[config.mk]
export PLATFORM = sky130hd
export DESIGN_NAME = tdce_engine
export DESIGN_NICKNAME = d
export VERILOG_FILES = /design/src/verilog/tdce_pkg.sv /design/src/verilog/tdce_engine.sv /design/src/verilog/tdce_gpa_bit.sv
export VERILOG_INCLUDE_DIRS = /design/src /design/src/verilog
export SDC_FILE = /design/constraint.sdc
export NUM_CORES = 1
export LEC_CHECK = 0
export ABC_AREA = 1
export CAP_MARGIN = 0
export CORE_AREA = 2 2 237 122
export CTS_BUF_LIST = sky130_fd_sc_hd__clkbuf_4
export DETAILED_ROUTE_END_ITERATION = 7
export DIE_AREA = 0 0 239 124
export DONT_BUFFER_PORTS = 1
export GPL_ROUTABILITY_DRIVEN = 0
export HOLD_SLACK_MARGIN = 0.03
export PLACE_DENSITY = 0.63
export RECOVER_POWER = 100
export SETUP_SLACK_MARGIN = 0.2
export SLEW_MARGIN = 15
export SYNTH_ARGS = -nofsm -noshare
export SYNTH_HDL_FRONTEND = slang
export SYNTH_SLANG_ARGS = --single-unit
[constraint.sdc]
create_clock -name sys_clk -period 5.9 [get_ports sys_clk]
set_input_delay 0.59 -clock sys_clk [delete_from_list [all_inputs] [get_ports sys_clk]]
set_output_delay 0.59 -clock sys_clk [all_outputs]
set_load 0.005 [all_outputs]
[src/verilog/tdce_cfg.svh]
`ifndef TDCE_CFG_SVH
`define TDCE_CFG_SVH
`define TDCE_CMD_BIT        15
`define TDCE_NOP_BIT        14
`define TDCE_OP_ROW_END     8'h80
`define TDCE_OP_FRAME_END   8'h81
`define TDCE_OP_LINE_END    8'h82
`define TDCE_OP_FULL_ROW    8'h83
`define TDCE_OP_SCROLL_BEG  8'h84
`define TDCE_OP_SCROLL_FIN  8'h85
`define TDCE_OP_TAB         8'h86
`define TDCE_OP_LIMIT       8'h87
`define TDCE_OP_NEXT_STR    8'h88
`define TDCE_OP_SKIP        8'h89
`define TDCE_OP_REPEAT      8'h8A
`define TDCE_OP_SCRIPT      8'h8B
`define TDCE_OP_RPT_PAIR    8'h8C
`define TDCE_OP_GPA         8'h8D
`define TDCE_OP_MASK        8'h8E
`define TDCE_OP_WINDOW      8'h8F
`define TDCE_OP_RSV_LO      8'h90
`define TDCE_ST_DUR         0
`define TDCE_ST_BUFFER_OVERRUN_FLAG        3
`define TDCE_ST_FDE         4
`define TDCE_ST_RDC         6
`define TDCE_INT_W          7
`define TDCE_HDR_LIMIT_OFS  5'h04
`define TDCE_HDR_GPA_OFS    5'h0E
`define TDCE_HDR_MASK_OFS   5'h10
`define TDCE_HDR_LIST_POINTER_OFS   5'h12
`define TDCE_CNT_LAST       9'h001
`define TDCE_CNT_RESET      9'h100
`define TDCE_N_ONE          8'h01
`define TDCE_GPA_N          4
`endif

[src/verilog/tdce_pkg.sv]
`include "tdce_cfg.svh"
package tdce_pkg;
    typedef enum logic [2:0] {S_CMD, S_MASK, S_RCH, S_EMIT, S_SS} tdce_state_t;
    typedef struct packed {
        logic        cmd_proc;
        logic        virtual_mode;
        logic        auto_line_feed_flag;
        logic        list_select_bit;
        logic [31:0] list_base_zero;
        logic [31:0] list_base_one;
        logic [7:0]  fetch_limit;
        logic [15:0] field_mask;
    } tdce_ctx_t;
    typedef struct packed {
        logic row_end_command;
        logic frame_end;
        logic virtual_row_end;
        logic next_string_action;
        logic full_row_descriptor;
        logic slow_scroll_begin;
        logic slow_scroll_finish;
        logic column_tab;
        logic next_process_fetch;
        logic end_of_display_clear;
    } tdce_evt_t;
endpackage : tdce_pkg
[src/verilog/tdce_engine.sv]
`timescale 1ns/1ns
`include "tdce_cfg.svh"
module tdce_engine import tdce_pkg::*; (
    // Clock and reset
    input  wire logic        sys_clk,
    input  wire logic        rst,
    // Fetched datastream words
    input  wire logic        word_valid,
    input  wire logic [15:0] word_data,
    output logic             word_ready,
    // Process context
    input  wire tdce_ctx_t   ctx,
    input  wire logic        proc_start,
    // Display generator
    input  wire logic        frame_start,
    input  wire logic        row_swap,
    input  wire logic        rb_loaded,
    input  wire logic        phys_frame_end,
    input  wire logic        rb_full,
    input  wire logic [3:0]  rb_attr,
    input  wire logic        display_active_flag,
    input  wire logic        virtual_display_active_flag,
    // Host side
    input  wire logic [6:0]  interrupt_mask,
    input  wire logic        interrupt_clear_in,
    input  wire logic        status_read,
    // Row buffer write
    output logic             rb_we,
    output logic [15:0]      rb_data,
    // Actions and parameters
    output tdce_evt_t        evt,
    output logic [7:0]       cmd_param,
    output logic [31:0]      list_pointer,
    output logic             list_pointer_load,
    output logic             hdr_wr,
    output logic [4:0]       hdr_wr_ofs,
    output logic [15:0]      hdr_wr_data,
    output logic             blank_screen,
    output logic [3:0]       general_attribute_output,
    // Status
    output logic [15:0]      status_word,
    output logic [15:0]      status_copy,
    output logic             host_interrupt_out
);
    tdce_state_t state_q, state_d;
    tdce_evt_t   ev_d, force_d;
    logic [15:0] mask_q, wdat;
    logic [15:0] ch0_q, ch1_q;
    logic [7:0]  n_q, lim_q, gpa_q, op, par;
    logic [8:0]  cnt_q;
    logic [9:0]  skip_q;
    logic        ph_q, pair_q, ovr_q, eof_seen_q, wait_q, clr_s1_q, clr_s2_q;
    logic [6:0]  st_q, st_set;
    logic        take, wr, cnt_dec, skip_dec, reserved_code_flag, ld_lim, lp_ld, gpa_ld, mask_ld;
    logic        fe_cmd, skip_add, skip_clr, lim_hit, buffer_overrun_flag, n_ld, n_dec, ph_tgl;
    logic        dur_ev, fde_ev;

    assign take = word_valid && word_ready;
    assign op   = word_data[15:8];
    assign par  = word_data[7:0];

    // Decode and sequencing of the word stream
    always_comb begin
        ev_d = '0;
        state_d = state_q;
        wr = 1'b0;
        wdat = word_data | mask_q;
        cnt_dec = 1'b0;
        skip_dec = 1'b0;
        reserved_code_flag = 1'b0;
        ld_lim = 1'b0;
        lp_ld = 1'b0;
        gpa_ld = 1'b0;
        mask_ld = 1'b0;
        fe_cmd = 1'b0;
        skip_add = 1'b0;
        skip_clr = 1'b0;
        n_ld = 1'b0;
        n_dec = 1'b0;
        ph_tgl = 1'b0;
        buffer_overrun_flag = 1'b0;
        case (state_q)
            S_CMD: if (take) begin
                if (!word_data[`TDCE_CMD_BIT]) begin
                    if (skip_q != '0) skip_dec = 1'b1;
                    else begin
                        wr = 1'b1;
                        cnt_dec = 1'b1;
                    end
                end else if (word_data[`TDCE_NOP_BIT]) begin
                    ev_d.next_process_fetch = ctx.cmd_proc;
                end else if (op >= `TDCE_OP_RSV_LO) begin
                    reserved_code_flag = 1'b1;
                    ev_d.next_process_fetch = ctx.cmd_proc;
                end else if (ctx.cmd_proc) begin
                    ev_d.next_process_fetch = 1'b1;
                    if (op == `TDCE_OP_ROW_END) begin
                        ev_d.row_end_command = 1'b1;
                        ev_d.next_process_fetch = 1'b0;
                    end else if (op == `TDCE_OP_FRAME_END) begin
                        ev_d.frame_end = 1'b1;
                        fe_cmd = 1'b1;
                    end else if (op == `TDCE_OP_LINE_END) ev_d.next_string_action = 1'b1;
                    else if (op == `TDCE_OP_FULL_ROW) ev_d.full_row_descriptor = 1'b1;
                    else if (op == `TDCE_OP_SCROLL_BEG) ev_d.slow_scroll_begin = 1'b1;
                    else if (op == `TDCE_OP_SCROLL_FIN) ev_d.slow_scroll_finish = 1'b1;
                    else if (op == `TDCE_OP_TAB) ev_d.column_tab = 1'b1;
                    else if (op == `TDCE_OP_LIMIT) ld_lim = 1'b1;
                    else if (op == `TDCE_OP_WINDOW) begin
                        lp_ld = 1'b1;
                        ev_d.end_of_display_clear = 1'b1;
                    end
                end else if (ctx.virtual_mode && op <= `TDCE_OP_LINE_END) begin
                    ev_d.virtual_row_end = 1'b1;
                    ev_d.next_string_action = (op == `TDCE_OP_LINE_END);
                end else if (op == `TDCE_OP_ROW_END) begin
                    ev_d.row_end_command = 1'b1;
                    skip_clr = !ctx.auto_line_feed_flag;
                end else if (op == `TDCE_OP_FRAME_END) begin
                    ev_d.frame_end = 1'b1;
                    fe_cmd = 1'b1;
                    skip_clr = 1'b1;
                end else if (op == `TDCE_OP_LINE_END) begin
                    ev_d.next_string_action = 1'b1;
                    ev_d.row_end_command = !ctx.auto_line_feed_flag;
                end else if (op <= `TDCE_OP_LIMIT) begin
                    if (!ctx.virtual_mode) begin
                        ev_d.full_row_descriptor = (op == `TDCE_OP_FULL_ROW);
                        ev_d.slow_scroll_begin = (op == `TDCE_OP_SCROLL_BEG);
                        ev_d.slow_scroll_finish = (op == `TDCE_OP_SCROLL_FIN);
                        ev_d.column_tab = (op == `TDCE_OP_TAB) && (skip_q == '0);
                        ld_lim = (op == `TDCE_OP_LIMIT);
                    end
                end else if (op == `TDCE_OP_NEXT_STR) ev_d.next_string_action = 1'b1;
                else if (op == `TDCE_OP_SKIP) skip_add = 1'b1;
                else if (op == `TDCE_OP_REPEAT || op == `TDCE_OP_RPT_PAIR) begin
                    n_ld = 1'b1;
                    state_d = S_RCH;
                end else if (op == `TDCE_OP_SCRIPT) begin
                    n_ld = 1'b1;
                    if (par != '0) state_d = S_SS;
                end else if (op == `TDCE_OP_GPA) begin
                    if (skip_q == '0) begin
                        gpa_ld = 1'b1;
                        cnt_dec = 1'b1;
                    end
                end else if (op == `TDCE_OP_MASK) state_d = S_MASK;
            end
            S_MASK: if (take) begin
                mask_ld = 1'b1;
                state_d = S_CMD;
            end
            S_RCH: if (take) begin
                ph_tgl = pair_q;
                if (!pair_q || ph_q) state_d = (n_q == '0) ? S_CMD : S_EMIT;
            end
            S_EMIT: begin
                wdat = (ph_q ? ch1_q : ch0_q) | mask_q;
                ph_tgl = pair_q;
                if (!pair_q || ph_q) begin
                    n_dec = 1'b1;
                    if (skip_q != '0) skip_dec = 1'b1;
                    else cnt_dec = 1'b1;
                    if (n_q == `TDCE_N_ONE) state_d = S_CMD;
                end
                wr = (skip_q == '0);
            end
            S_SS: if (take) begin
                ph_tgl = 1'b1;
                wr = (skip_q == '0);
                if (ph_q) begin
                    n_dec = 1'b1;
                    if (skip_q != '0) skip_dec = 1'b1;
                    else cnt_dec = 1'b1;
                    if (n_q == `TDCE_N_ONE) state_d = S_CMD;
                end
            end
            default: state_d = S_CMD;
        endcase
        if (wr && rb_full) begin
            wr = 1'b0;
            cnt_dec = 1'b0;
            buffer_overrun_flag = 1'b1;
            if (state_q == S_EMIT) state_d = S_CMD;
        end
        lim_hit = cnt_dec && (cnt_q == `TDCE_CNT_LAST);
        if (lim_hit) begin
            if (ctx.virtual_mode) ev_d.virtual_row_end = 1'b1;
            else ev_d.row_end_command = 1'b1;
            if (!ctx.auto_line_feed_flag) begin
                ev_d.next_string_action = 1'b1;
                state_d = S_CMD;
            end
        end
    end

    assign dur_ev = row_swap && !rb_loaded;
    assign fde_ev = phys_frame_end && !eof_seen_q && !fe_cmd;
    always_comb begin
        force_d = '0;
        force_d.frame_end = dur_ev || fde_ev;
    end

    always_ff @(posedge sys_clk or posedge rst) begin
        if (rst) begin
            state_q <= S_CMD;
            word_ready <= 1'b0;
            n_q <= '0;
            ph_q <= 1'b0;
            pair_q <= 1'b0;
        end else begin
            state_q <= state_d;
            word_ready <= (state_d != S_EMIT);
            if (n_ld) begin
                n_q <= par;
                pair_q <= (op != `TDCE_OP_REPEAT);
            end else if (n_dec) begin
                n_q <= n_q - `TDCE_N_ONE;
            end
            if (state_d == S_CMD || n_ld) ph_q <= 1'b0;
            else if (ph_tgl) ph_q <= !ph_q;
        end
    end

    always_ff @(posedge sys_clk or posedge rst) begin
        if (rst) begin
            ch0_q <= '0;
            ch1_q <= '0;
        end else if (state_q == S_RCH && take) begin
            if (ph_q) ch1_q <= word_data;
            else ch0_q <= word_data;
        end
    end

    always_ff @(posedge sys_clk or posedge rst) begin
        if (rst) begin
            skip_q <= '0;
        end else if (skip_clr) begin
            skip_q <= '0;
        end else if (skip_add) begin
            skip_q <= skip_q - {9'h000, skip_dec} + {2'h0, par};
        end else if (skip_dec) begin
            skip_q <= skip_q - 10'h001;
        end
    end

    always_ff @(posedge sys_clk or posedge rst) begin
        if (rst) begin
            mask_q <= '0;
        end else if (frame_start) begin
            mask_q <= '0;
        end else if (mask_ld) begin
            mask_q <= word_data;
        end else if (proc_start && ctx.virtual_mode) begin
            mask_q <= ctx.field_mask;
        end
    end

    // Fetch limit register and counter, zero meaning 256
    always_ff @(posedge sys_clk or posedge rst) begin
        if (rst) begin
            lim_q <= '0;
            cnt_q <= `TDCE_CNT_RESET;
            ovr_q <= 1'b0;
        end else if (ld_lim) begin
            lim_q <= par;
            cnt_q <= {par == '0, par};
            ovr_q <= ctx.cmd_proc;
        end else if (proc_start) begin
            ovr_q <= 1'b0;
            if (!ovr_q) begin
                lim_q <= ctx.fetch_limit;
                cnt_q <= {ctx.fetch_limit == '0, ctx.fetch_limit};
            end
        end else if (lim_hit) begin
            cnt_q <= {lim_q == '0, lim_q};
        end else if (cnt_dec) begin
            cnt_q <= cnt_q - `TDCE_CNT_LAST;
        end
    end

    always_ff @(posedge sys_clk or posedge rst) begin
        if (rst) begin
            rb_we <= 1'b0;
            rb_data <= '0;
            evt <= '0;
            cmd_param <= '0;
            hdr_wr <= 1'b0;
            hdr_wr_ofs <= '0;
            hdr_wr_data <= '0;
            list_pointer <= '0;
            list_pointer_load <= 1'b0;
            gpa_q <= '0;
            wait_q <= 1'b0;
        end else begin
            rb_we <= wr;
            if (wr) rb_data <= wdat;
            evt <= ev_d | force_d;
            evt.next_process_fetch <= ev_d.next_process_fetch || (wait_q && row_swap);
            if (ev_d.row_end_command && ctx.cmd_proc && !lim_hit) wait_q <= 1'b1;
            else if (row_swap) wait_q <= 1'b0;
            if (take) cmd_param <= par;
            list_pointer_load <= lp_ld;
            if (lp_ld) list_pointer <= ctx.list_select_bit ? ctx.list_base_one : ctx.list_base_zero;
            if (gpa_ld) gpa_q <= par;
            hdr_wr <= ev_d.virtual_row_end || gpa_ld;
            if (ev_d.virtual_row_end) begin
                hdr_wr_ofs <= `TDCE_HDR_LIMIT_OFS;
                hdr_wr_data <= {8'h00, lim_q};
            end else if (gpa_ld) begin
                hdr_wr_ofs <= `TDCE_HDR_GPA_OFS;
                hdr_wr_data <= {8'h00, par};
            end
        end
    end

    genvar gi;
    generate
        for (gi = 0; gi < `TDCE_GPA_N; gi++) begin : g_gpa
            tdce_gpa_bit u_gpa (
                .sys_clk (sys_clk),
                .rst     (rst),
                .enable  (gpa_q[2*gi]),
                .level   (gpa_q[2*gi+1]),
                .rb_bit  (rb_attr[gi]),
                .attr_q  (general_attribute_output[gi])
            );
        end
    endgenerate

    // Errors, status and interrupt
    always_comb begin
        st_set = '0;
        st_set[`TDCE_ST_DUR] = dur_ev;
        st_set[`TDCE_ST_BUFFER_OVERRUN_FLAG] = buffer_overrun_flag;
        st_set[`TDCE_ST_FDE] = fde_ev;
        st_set[`TDCE_ST_RDC] = reserved_code_flag;
    end

    always_ff @(posedge sys_clk or posedge rst) begin
        if (rst) begin
            clr_s1_q <= 1'b0;
            clr_s2_q <= 1'b0;
            eof_seen_q <= 1'b0;
            blank_screen <= 1'b0;
            st_q <= '0;
            status_word <= '0;
            status_copy <= '0;
            host_interrupt_out <= 1'b0;
        end else begin
            clr_s1_q <= interrupt_clear_in;
            clr_s2_q <= clr_s1_q;
            if (fe_cmd) eof_seen_q <= 1'b1;
            else if (frame_start) eof_seen_q <= 1'b0;
            if (dur_ev) blank_screen <= 1'b1;
            else if (phys_frame_end) blank_screen <= 1'b0;
            st_q <= st_set | (frame_start ? '0 : st_q);
            status_word <= {7'h00, virtual_display_active_flag, display_active_flag, st_set | st_q};
            if (status_read) status_copy <= {7'h00, virtual_display_active_flag, display_active_flag, st_q};
            if (phys_frame_end && |((st_q | st_set) & ~interrupt_mask)) host_interrupt_out <= 1'b1;
            else if (clr_s2_q) host_interrupt_out <= 1'b0;
        end
    end

    property p_mask_apply;
        @(posedge sys_clk) disable iff (rst) wr |=> ((rb_data & $past(mask_q)) == $past(mask_q));
    endproperty
    a_mask_apply: assert property (p_mask_apply) else $error("mask bits not forced");
    property p_mask_frame;
        @(posedge sys_clk) disable iff (rst) frame_start |=> mask_q == '0;
    endproperty
    a_mask_frame: assert property (p_mask_frame) else $error("mask not cleared at frame");
    property p_nop_proc;
        @(posedge sys_clk) disable iff (rst)
            (state_q == S_CMD && take && word_data[15:14] == 2'h3 && ctx.cmd_proc) |=> evt.next_process_fetch;
    endproperty
    a_nop_proc: assert property (p_nop_proc) else $error("process nop did not advance");
    property p_gpa;
        @(posedge sys_clk) disable iff (rst) gpa_q[0] |=> general_attribute_output[0] == $past(gpa_q[1]);
    endproperty
    a_gpa: assert property (p_gpa) else $error("attribute output wrong");
    property p_limit;
        @(posedge sys_clk) disable iff (rst)
            (lim_hit && !ctx.auto_line_feed_flag) |=> evt.next_string_action && state_q == S_CMD;
    endproperty
    a_limit: assert property (p_limit) else $error("limit did not end string");
    property p_skip_fe;
        @(posedge sys_clk) disable iff (rst) skip_clr |=> skip_q == '0;
    endproperty
    a_skip_fe: assert property (p_skip_fe) else $error("skip not stopped");
    property p_rdc;
        @(posedge sys_clk) disable iff (rst) reserved_code_flag && !frame_start |=> status_word[`TDCE_ST_RDC] && st_q[`TDCE_ST_RDC];
    endproperty
    a_rdc: assert property (p_rdc) else $error("reserved code not flagged");
    property p_window;
        @(posedge sys_clk) disable iff (rst) lp_ld |=> list_pointer_load && evt.end_of_display_clear;
    endproperty
    a_window: assert property (p_window) else $error("window command incomplete");
    property p_underrun;
        @(posedge sys_clk) disable iff (rst) dur_ev |=> blank_screen && evt.frame_end && status_word[`TDCE_ST_DUR];
    endproperty
    a_underrun: assert property (p_underrun) else $error("underrun not handled");
    property p_fde;
        @(posedge sys_clk) disable iff (rst) fde_ev |=> evt.frame_end && status_word[`TDCE_ST_FDE];
    endproperty
    a_fde: assert property (p_fde) else $error("frame data error missed");
    property p_int_hold;
        @(posedge sys_clk) disable iff (rst) (host_interrupt_out && !clr_s2_q) |=> host_interrupt_out;
    endproperty
    a_int_hold: assert property (p_int_hold) else $error("interrupt dropped early");
    c_emit: cover property (@(posedge sys_clk) disable iff (rst) state_q == S_EMIT ##1 state_q == S_CMD);
    c_skip_rep: cover property (@(posedge sys_clk) disable iff (rst) state_q == S_EMIT && skip_q != '0);
    c_int: cover property (@(posedge sys_clk) disable iff (rst) $rose(host_interrupt_out));
endmodule : tdce_engine

[src/verilog/tdce_gpa_bit.sv]
`timescale 1ns/1ns
module tdce_gpa_bit (
    // Clock and reset
    input  wire logic sys_clk,
    input  wire logic rst,
    // Operand bits and row buffer bit
    input  wire logic enable,
    input  wire logic level,
    input  wire logic rb_bit,
    // Attribute pin
    output logic      attr_q
);
    always_ff @(posedge sys_clk or posedge rst) begin
        if (rst) begin
            attr_q <= 1'b0;
        end else begin
            attr_q <= enable ? level : rb_bit;
        end
    end
endmodule : tdce_gpa_bit

==> reports/metrics.yaml <==
status:
  status: "finished, violations left"
  violations: "capacitance limit, slew limit"
clock_network:
  cts_buffers: 49
  h-tree-depth: 2
  cts_sinks: 202
  clk_path_buf_depth: 3
  worstSkewPairLatency_ns: 0.69
  cts_root_buf: "clkbuf_4"
  clkTransAtPathRegs_ns: 0.09
  cts_tree: "built"
logic_synthesis:
  async_flop_share_pct: 100
  ys_types: 55
  netlist_instances: 1307
  yosysWarnings: 0
  netlist_area_sq_mm: 0.0109
  synth_seq_area_share_pct: 46.4
  synth-edff-count: 0
  avgSynthCellArea_sq_um: 8.34
  ys_ff_latch: 202
  synth-main-ff-cell: "dfrtp_1"
sta:
  fin_crit_ns: 4.12
  rsz0062_at_grt: "no"
  finalCritPeriodShare_pct: 69.8
  hold_viol_final: 0
  setup_slack_ns: 1.78
  tns_ns: 0
  worstMarginPinSlew_ns: 2.50
  fmax_ghz: 0.243
  slew_violations: 263
  skew_ns: 0.0274
  setup_viol_count_final: 0
  max-slew-margin-rel_pct: -66.7
cells_and_area:
  finalInstanceArea_sq_mm: 0.0118
  fillers: 2766
  area_delta_synth_final_pct: 7.99
  nets: 1489
  drive_gt1_share_pct: 9.91
grt:
  grt_max_degree: 181
  grt_pass1_vias: 8938
  gr-usage-all-layers_pct: 20.7
  grt_pass1_wl_mm: 47.9
  overflow: 0
  antenna_found_initial: 3
power:
  intPower_mw: 2.45
  clkPwrFrac_pct: 33.4
  peakVddDrop_v: 0.000124
  power.switching_mw: 1.19
  switching_share_pct: 32.7
  power_density_mw_per_mm2: 310
  p_seq_share_pct: 44.7
  p_leak_nw: 5.80
  combPwrFrac_pct: 21.9
setup_path:
  cp_top_family: "simple AND/OR/NAND/NOR gates"
  cp_common_cell: "nand2_1"
  r2r_slack_ns: 1.78
  cp_max_fo: 22
  max_stage_delay_ns: 0.79
  path_class: "reg2reg"
  endpoint_kind: "flop"
  cp.arrival_ns: 4.68
  cp.required_ns: 6.46
  cp_cell_sequence: "inv_1, nand2_1, inv_1, nor2_1, nand2_1, nand2_2, nand3_1, inv_1, nand2_1, nand2_1, nor2_1, nand2_1, nand2_1"
  crit_slowest_cell: "dfrtp_1"
  start_kind: "flop"
  path_buf_inv: 3
floorplanning:
  core_area_sq_mm: 0.0274
  placementRows: 43
  die_w_um: 239
  die_h_um: 124
  dieArea_sq_mm: 0.0296
  io_pins: 261
  start_util_pct: 39.7
detailed_routing:
  drtIter0Drc: 747
  detail_route.wl_per_cell_um: 17.5
  viasPerCell: 5.24
  wirelength_mm: 30.3
  wl_met1_mm: 13.1
  wl_met2_mm: 14.0
  maxUsedRoutingLayer: "met5"
  drc: 0
  ant_nets: 0
  dr.pass1.iters: 5
  vias: 9081
  wl_met3_mm: 2.28
placement:
  dpl-instance-area_sq_mm: 0.0110
  place.detailed.hpwl_mm: 21.4
  place_ws_ns: 1.97
  port_buffers: 0
run:
  cap_viol_max_count: 3
min_path:
  hp-class: "in2reg"
-- area by class of cell --
| type | count | area, sq um | area share, % |
|---|---|---|---|
| repair buffers | 26 | 236 | 2.01 |
| clock buffers | 73 | 548 | 4.65 |
| diodes | 1 | 2.50 | 0.0213 |
| well taps | 360 | 450 | 3.83 |
| clock inverters | 18 | 98.8 | 0.839 |
| inverters | 145 | 546 | 4.63 |
| multi-input cells | 908 | 4840 | 41.1 |
| flip-flops and latches | 202 | 5060 | 42.9 |
-- cell families after synthesis --
kind of cell | Yosys count | share of synthesized area (%)
other cells | 1 | 0.0344
simple gates | 507 | 20.6
xor+xnor | 17 | 1.37
fa+ha+maj | 25 | 2.94
compound gates | 275 | 14.1
mux | 54 | 5.20
buf+inv | 226 | 9.42
flops | 202 | 46.4
-- cell usage after synthesis, types with 2 or more instances --
cell      number  area share (%)
nand2_1      266             9.2
dfrtp_1      201              46
o21ai_0      153             7.0
inv_1        133             4.6
nor2_1       122             4.2
a21oi_1       52             2.4
nand3_1       51             2.3
buf_4         37             2.5
clkbuf_1      34             1.2
mux2i_1       33             3.0
o22ai_1       27             1.5
ha_1          24             2.8
mux2_2        21             2.2
nand4_1       16            0.92
xor2_1        13             1.0
inv_2         11            0.38
a31oi_1       10            0.57
nor3_1        10            0.46
o311ai_0      10            0.80
nand2_2        9            0.52
buf_2          6            0.28
nor2_4         5            0.52
nor4_1         5            0.29
nand2_4        4            0.41
nor2_2         4            0.23
o211ai_1       4            0.28
o21ai_2        4            0.32
xnor2_1        4            0.32
a211oi_1       3            0.21
nor3_2         3            0.28
o21ai_1        3            0.14
or2_2          3            0.17
buf_6          2            0.21
nand3b_1       2            0.14
o32ai_1        2            0.16
-- cells in the final DEF (no fill, tap or decap), drive strengths merged, types with 2 or more instances in the layout --
cell type / instances
nand2: 280
dfrtp: 201
o21ai: 161
inv: 144
nor2: 132
clkbuf: 77
nand3: 52
a21oi: 52
mux2i: 33
conb: 30
o22ai: 27
ha: 24
mux2: 21
dlygate4sd3: 21
nand4: 17
clkinv: 17
xor2: 13
nor3: 13
o311ai: 10
a31oi: 10
nor4: 6
xnor2: 4
o211ai: 4
or2: 3
a211oi: 3
nand3b: 2
o32ai: 2
-- flip-flops by register name, summed over array words and instances (netlist names), 2 cells and up --
| name | count |
|---|---|
| g_gpa.u_gpa.attr_q | 4 |
| st_q | 4 |
| evt | 10 |
| hdr_wr_ofs | 2 |
| rb_data | 16 |
| skip_q | 10 |
| gpa_q | 8 |
| mask_q | 16 |
| status_word | 6 |
| lim_q | 8 |
| state_q | 3 |
| cnt_q | 9 |
| status_copy | 6 |
| ch0_q | 16 |
| hdr_wr_data | 8 |
| cmd_param | 8 |
| ch1_q | 16 |
| n_q | 8 |
| list_pointer | 32 |
-- per-stage QoR --
step | hold slack (ns) | cells | utilization, % | total power, mW
after floorplan | 0.331 | 1336 | - | 2.28
after global placement | 0.333 | 1620 | 40.2 | 2.41
after detailed placement | 0.350 | 1620 | 40.2 | 2.44
after CTS | 0.0322 | 1732 | 43.3 | 3.70
after global routing | 0.0456 | 1733 | 42.9 | 3.92
final | 0.0880 | 1733 | 42.9 | 3.65
-- path summary, 6_finish.rpt --
path,from,to,cells past startpoint
setup / recovery,ph_q,hdr_wr_data[6],13
hold / removal,word_data[5],lim_q[5],2
hold reg to reg,clr_s1_q,clr_s2_q,0
max in group asynchronous,rst,evt[3],3
min in group asynchronous,rst,list_pointer[10],2
setup reg to reg,ph_q,hdr_wr_data[6],13
-- metal layers --
metal  global-route usage, %  vias to the layer above
met5                       0                        -
met1                    26.6                     4325
li1                        -                     4345
met4                    8.20                        4
met2                    33.3                      341
met3                    5.94                       66
-- repair_timing --
action                     in CTS  in global routing
hold endpoints to repair       51                  0
hold buffers                   21                  0
resized for setup               0                  0
setup endpoints to repair       0                  0
buffers inserted                0                  0
-- power by group through the flow --
| stage | Sequential, mW | Combinational [mW] | Clock [mW] |
|---|---|---|---|
| after global placement | 1.65 | 0.760 | 0 |
| after CTS | 1.63 | 0.803 | 1.27 |
| after floorplan | 1.62 | 0.658 | 0 |
| after detailed placement | 1.66 | 0.783 | 0 |
| final | 1.63 | 0.798 | 1.22 |
| after global routing | 1.65 | 0.923 | 1.35 |
No activity file was read; power rests on OpenSTA's default activity.
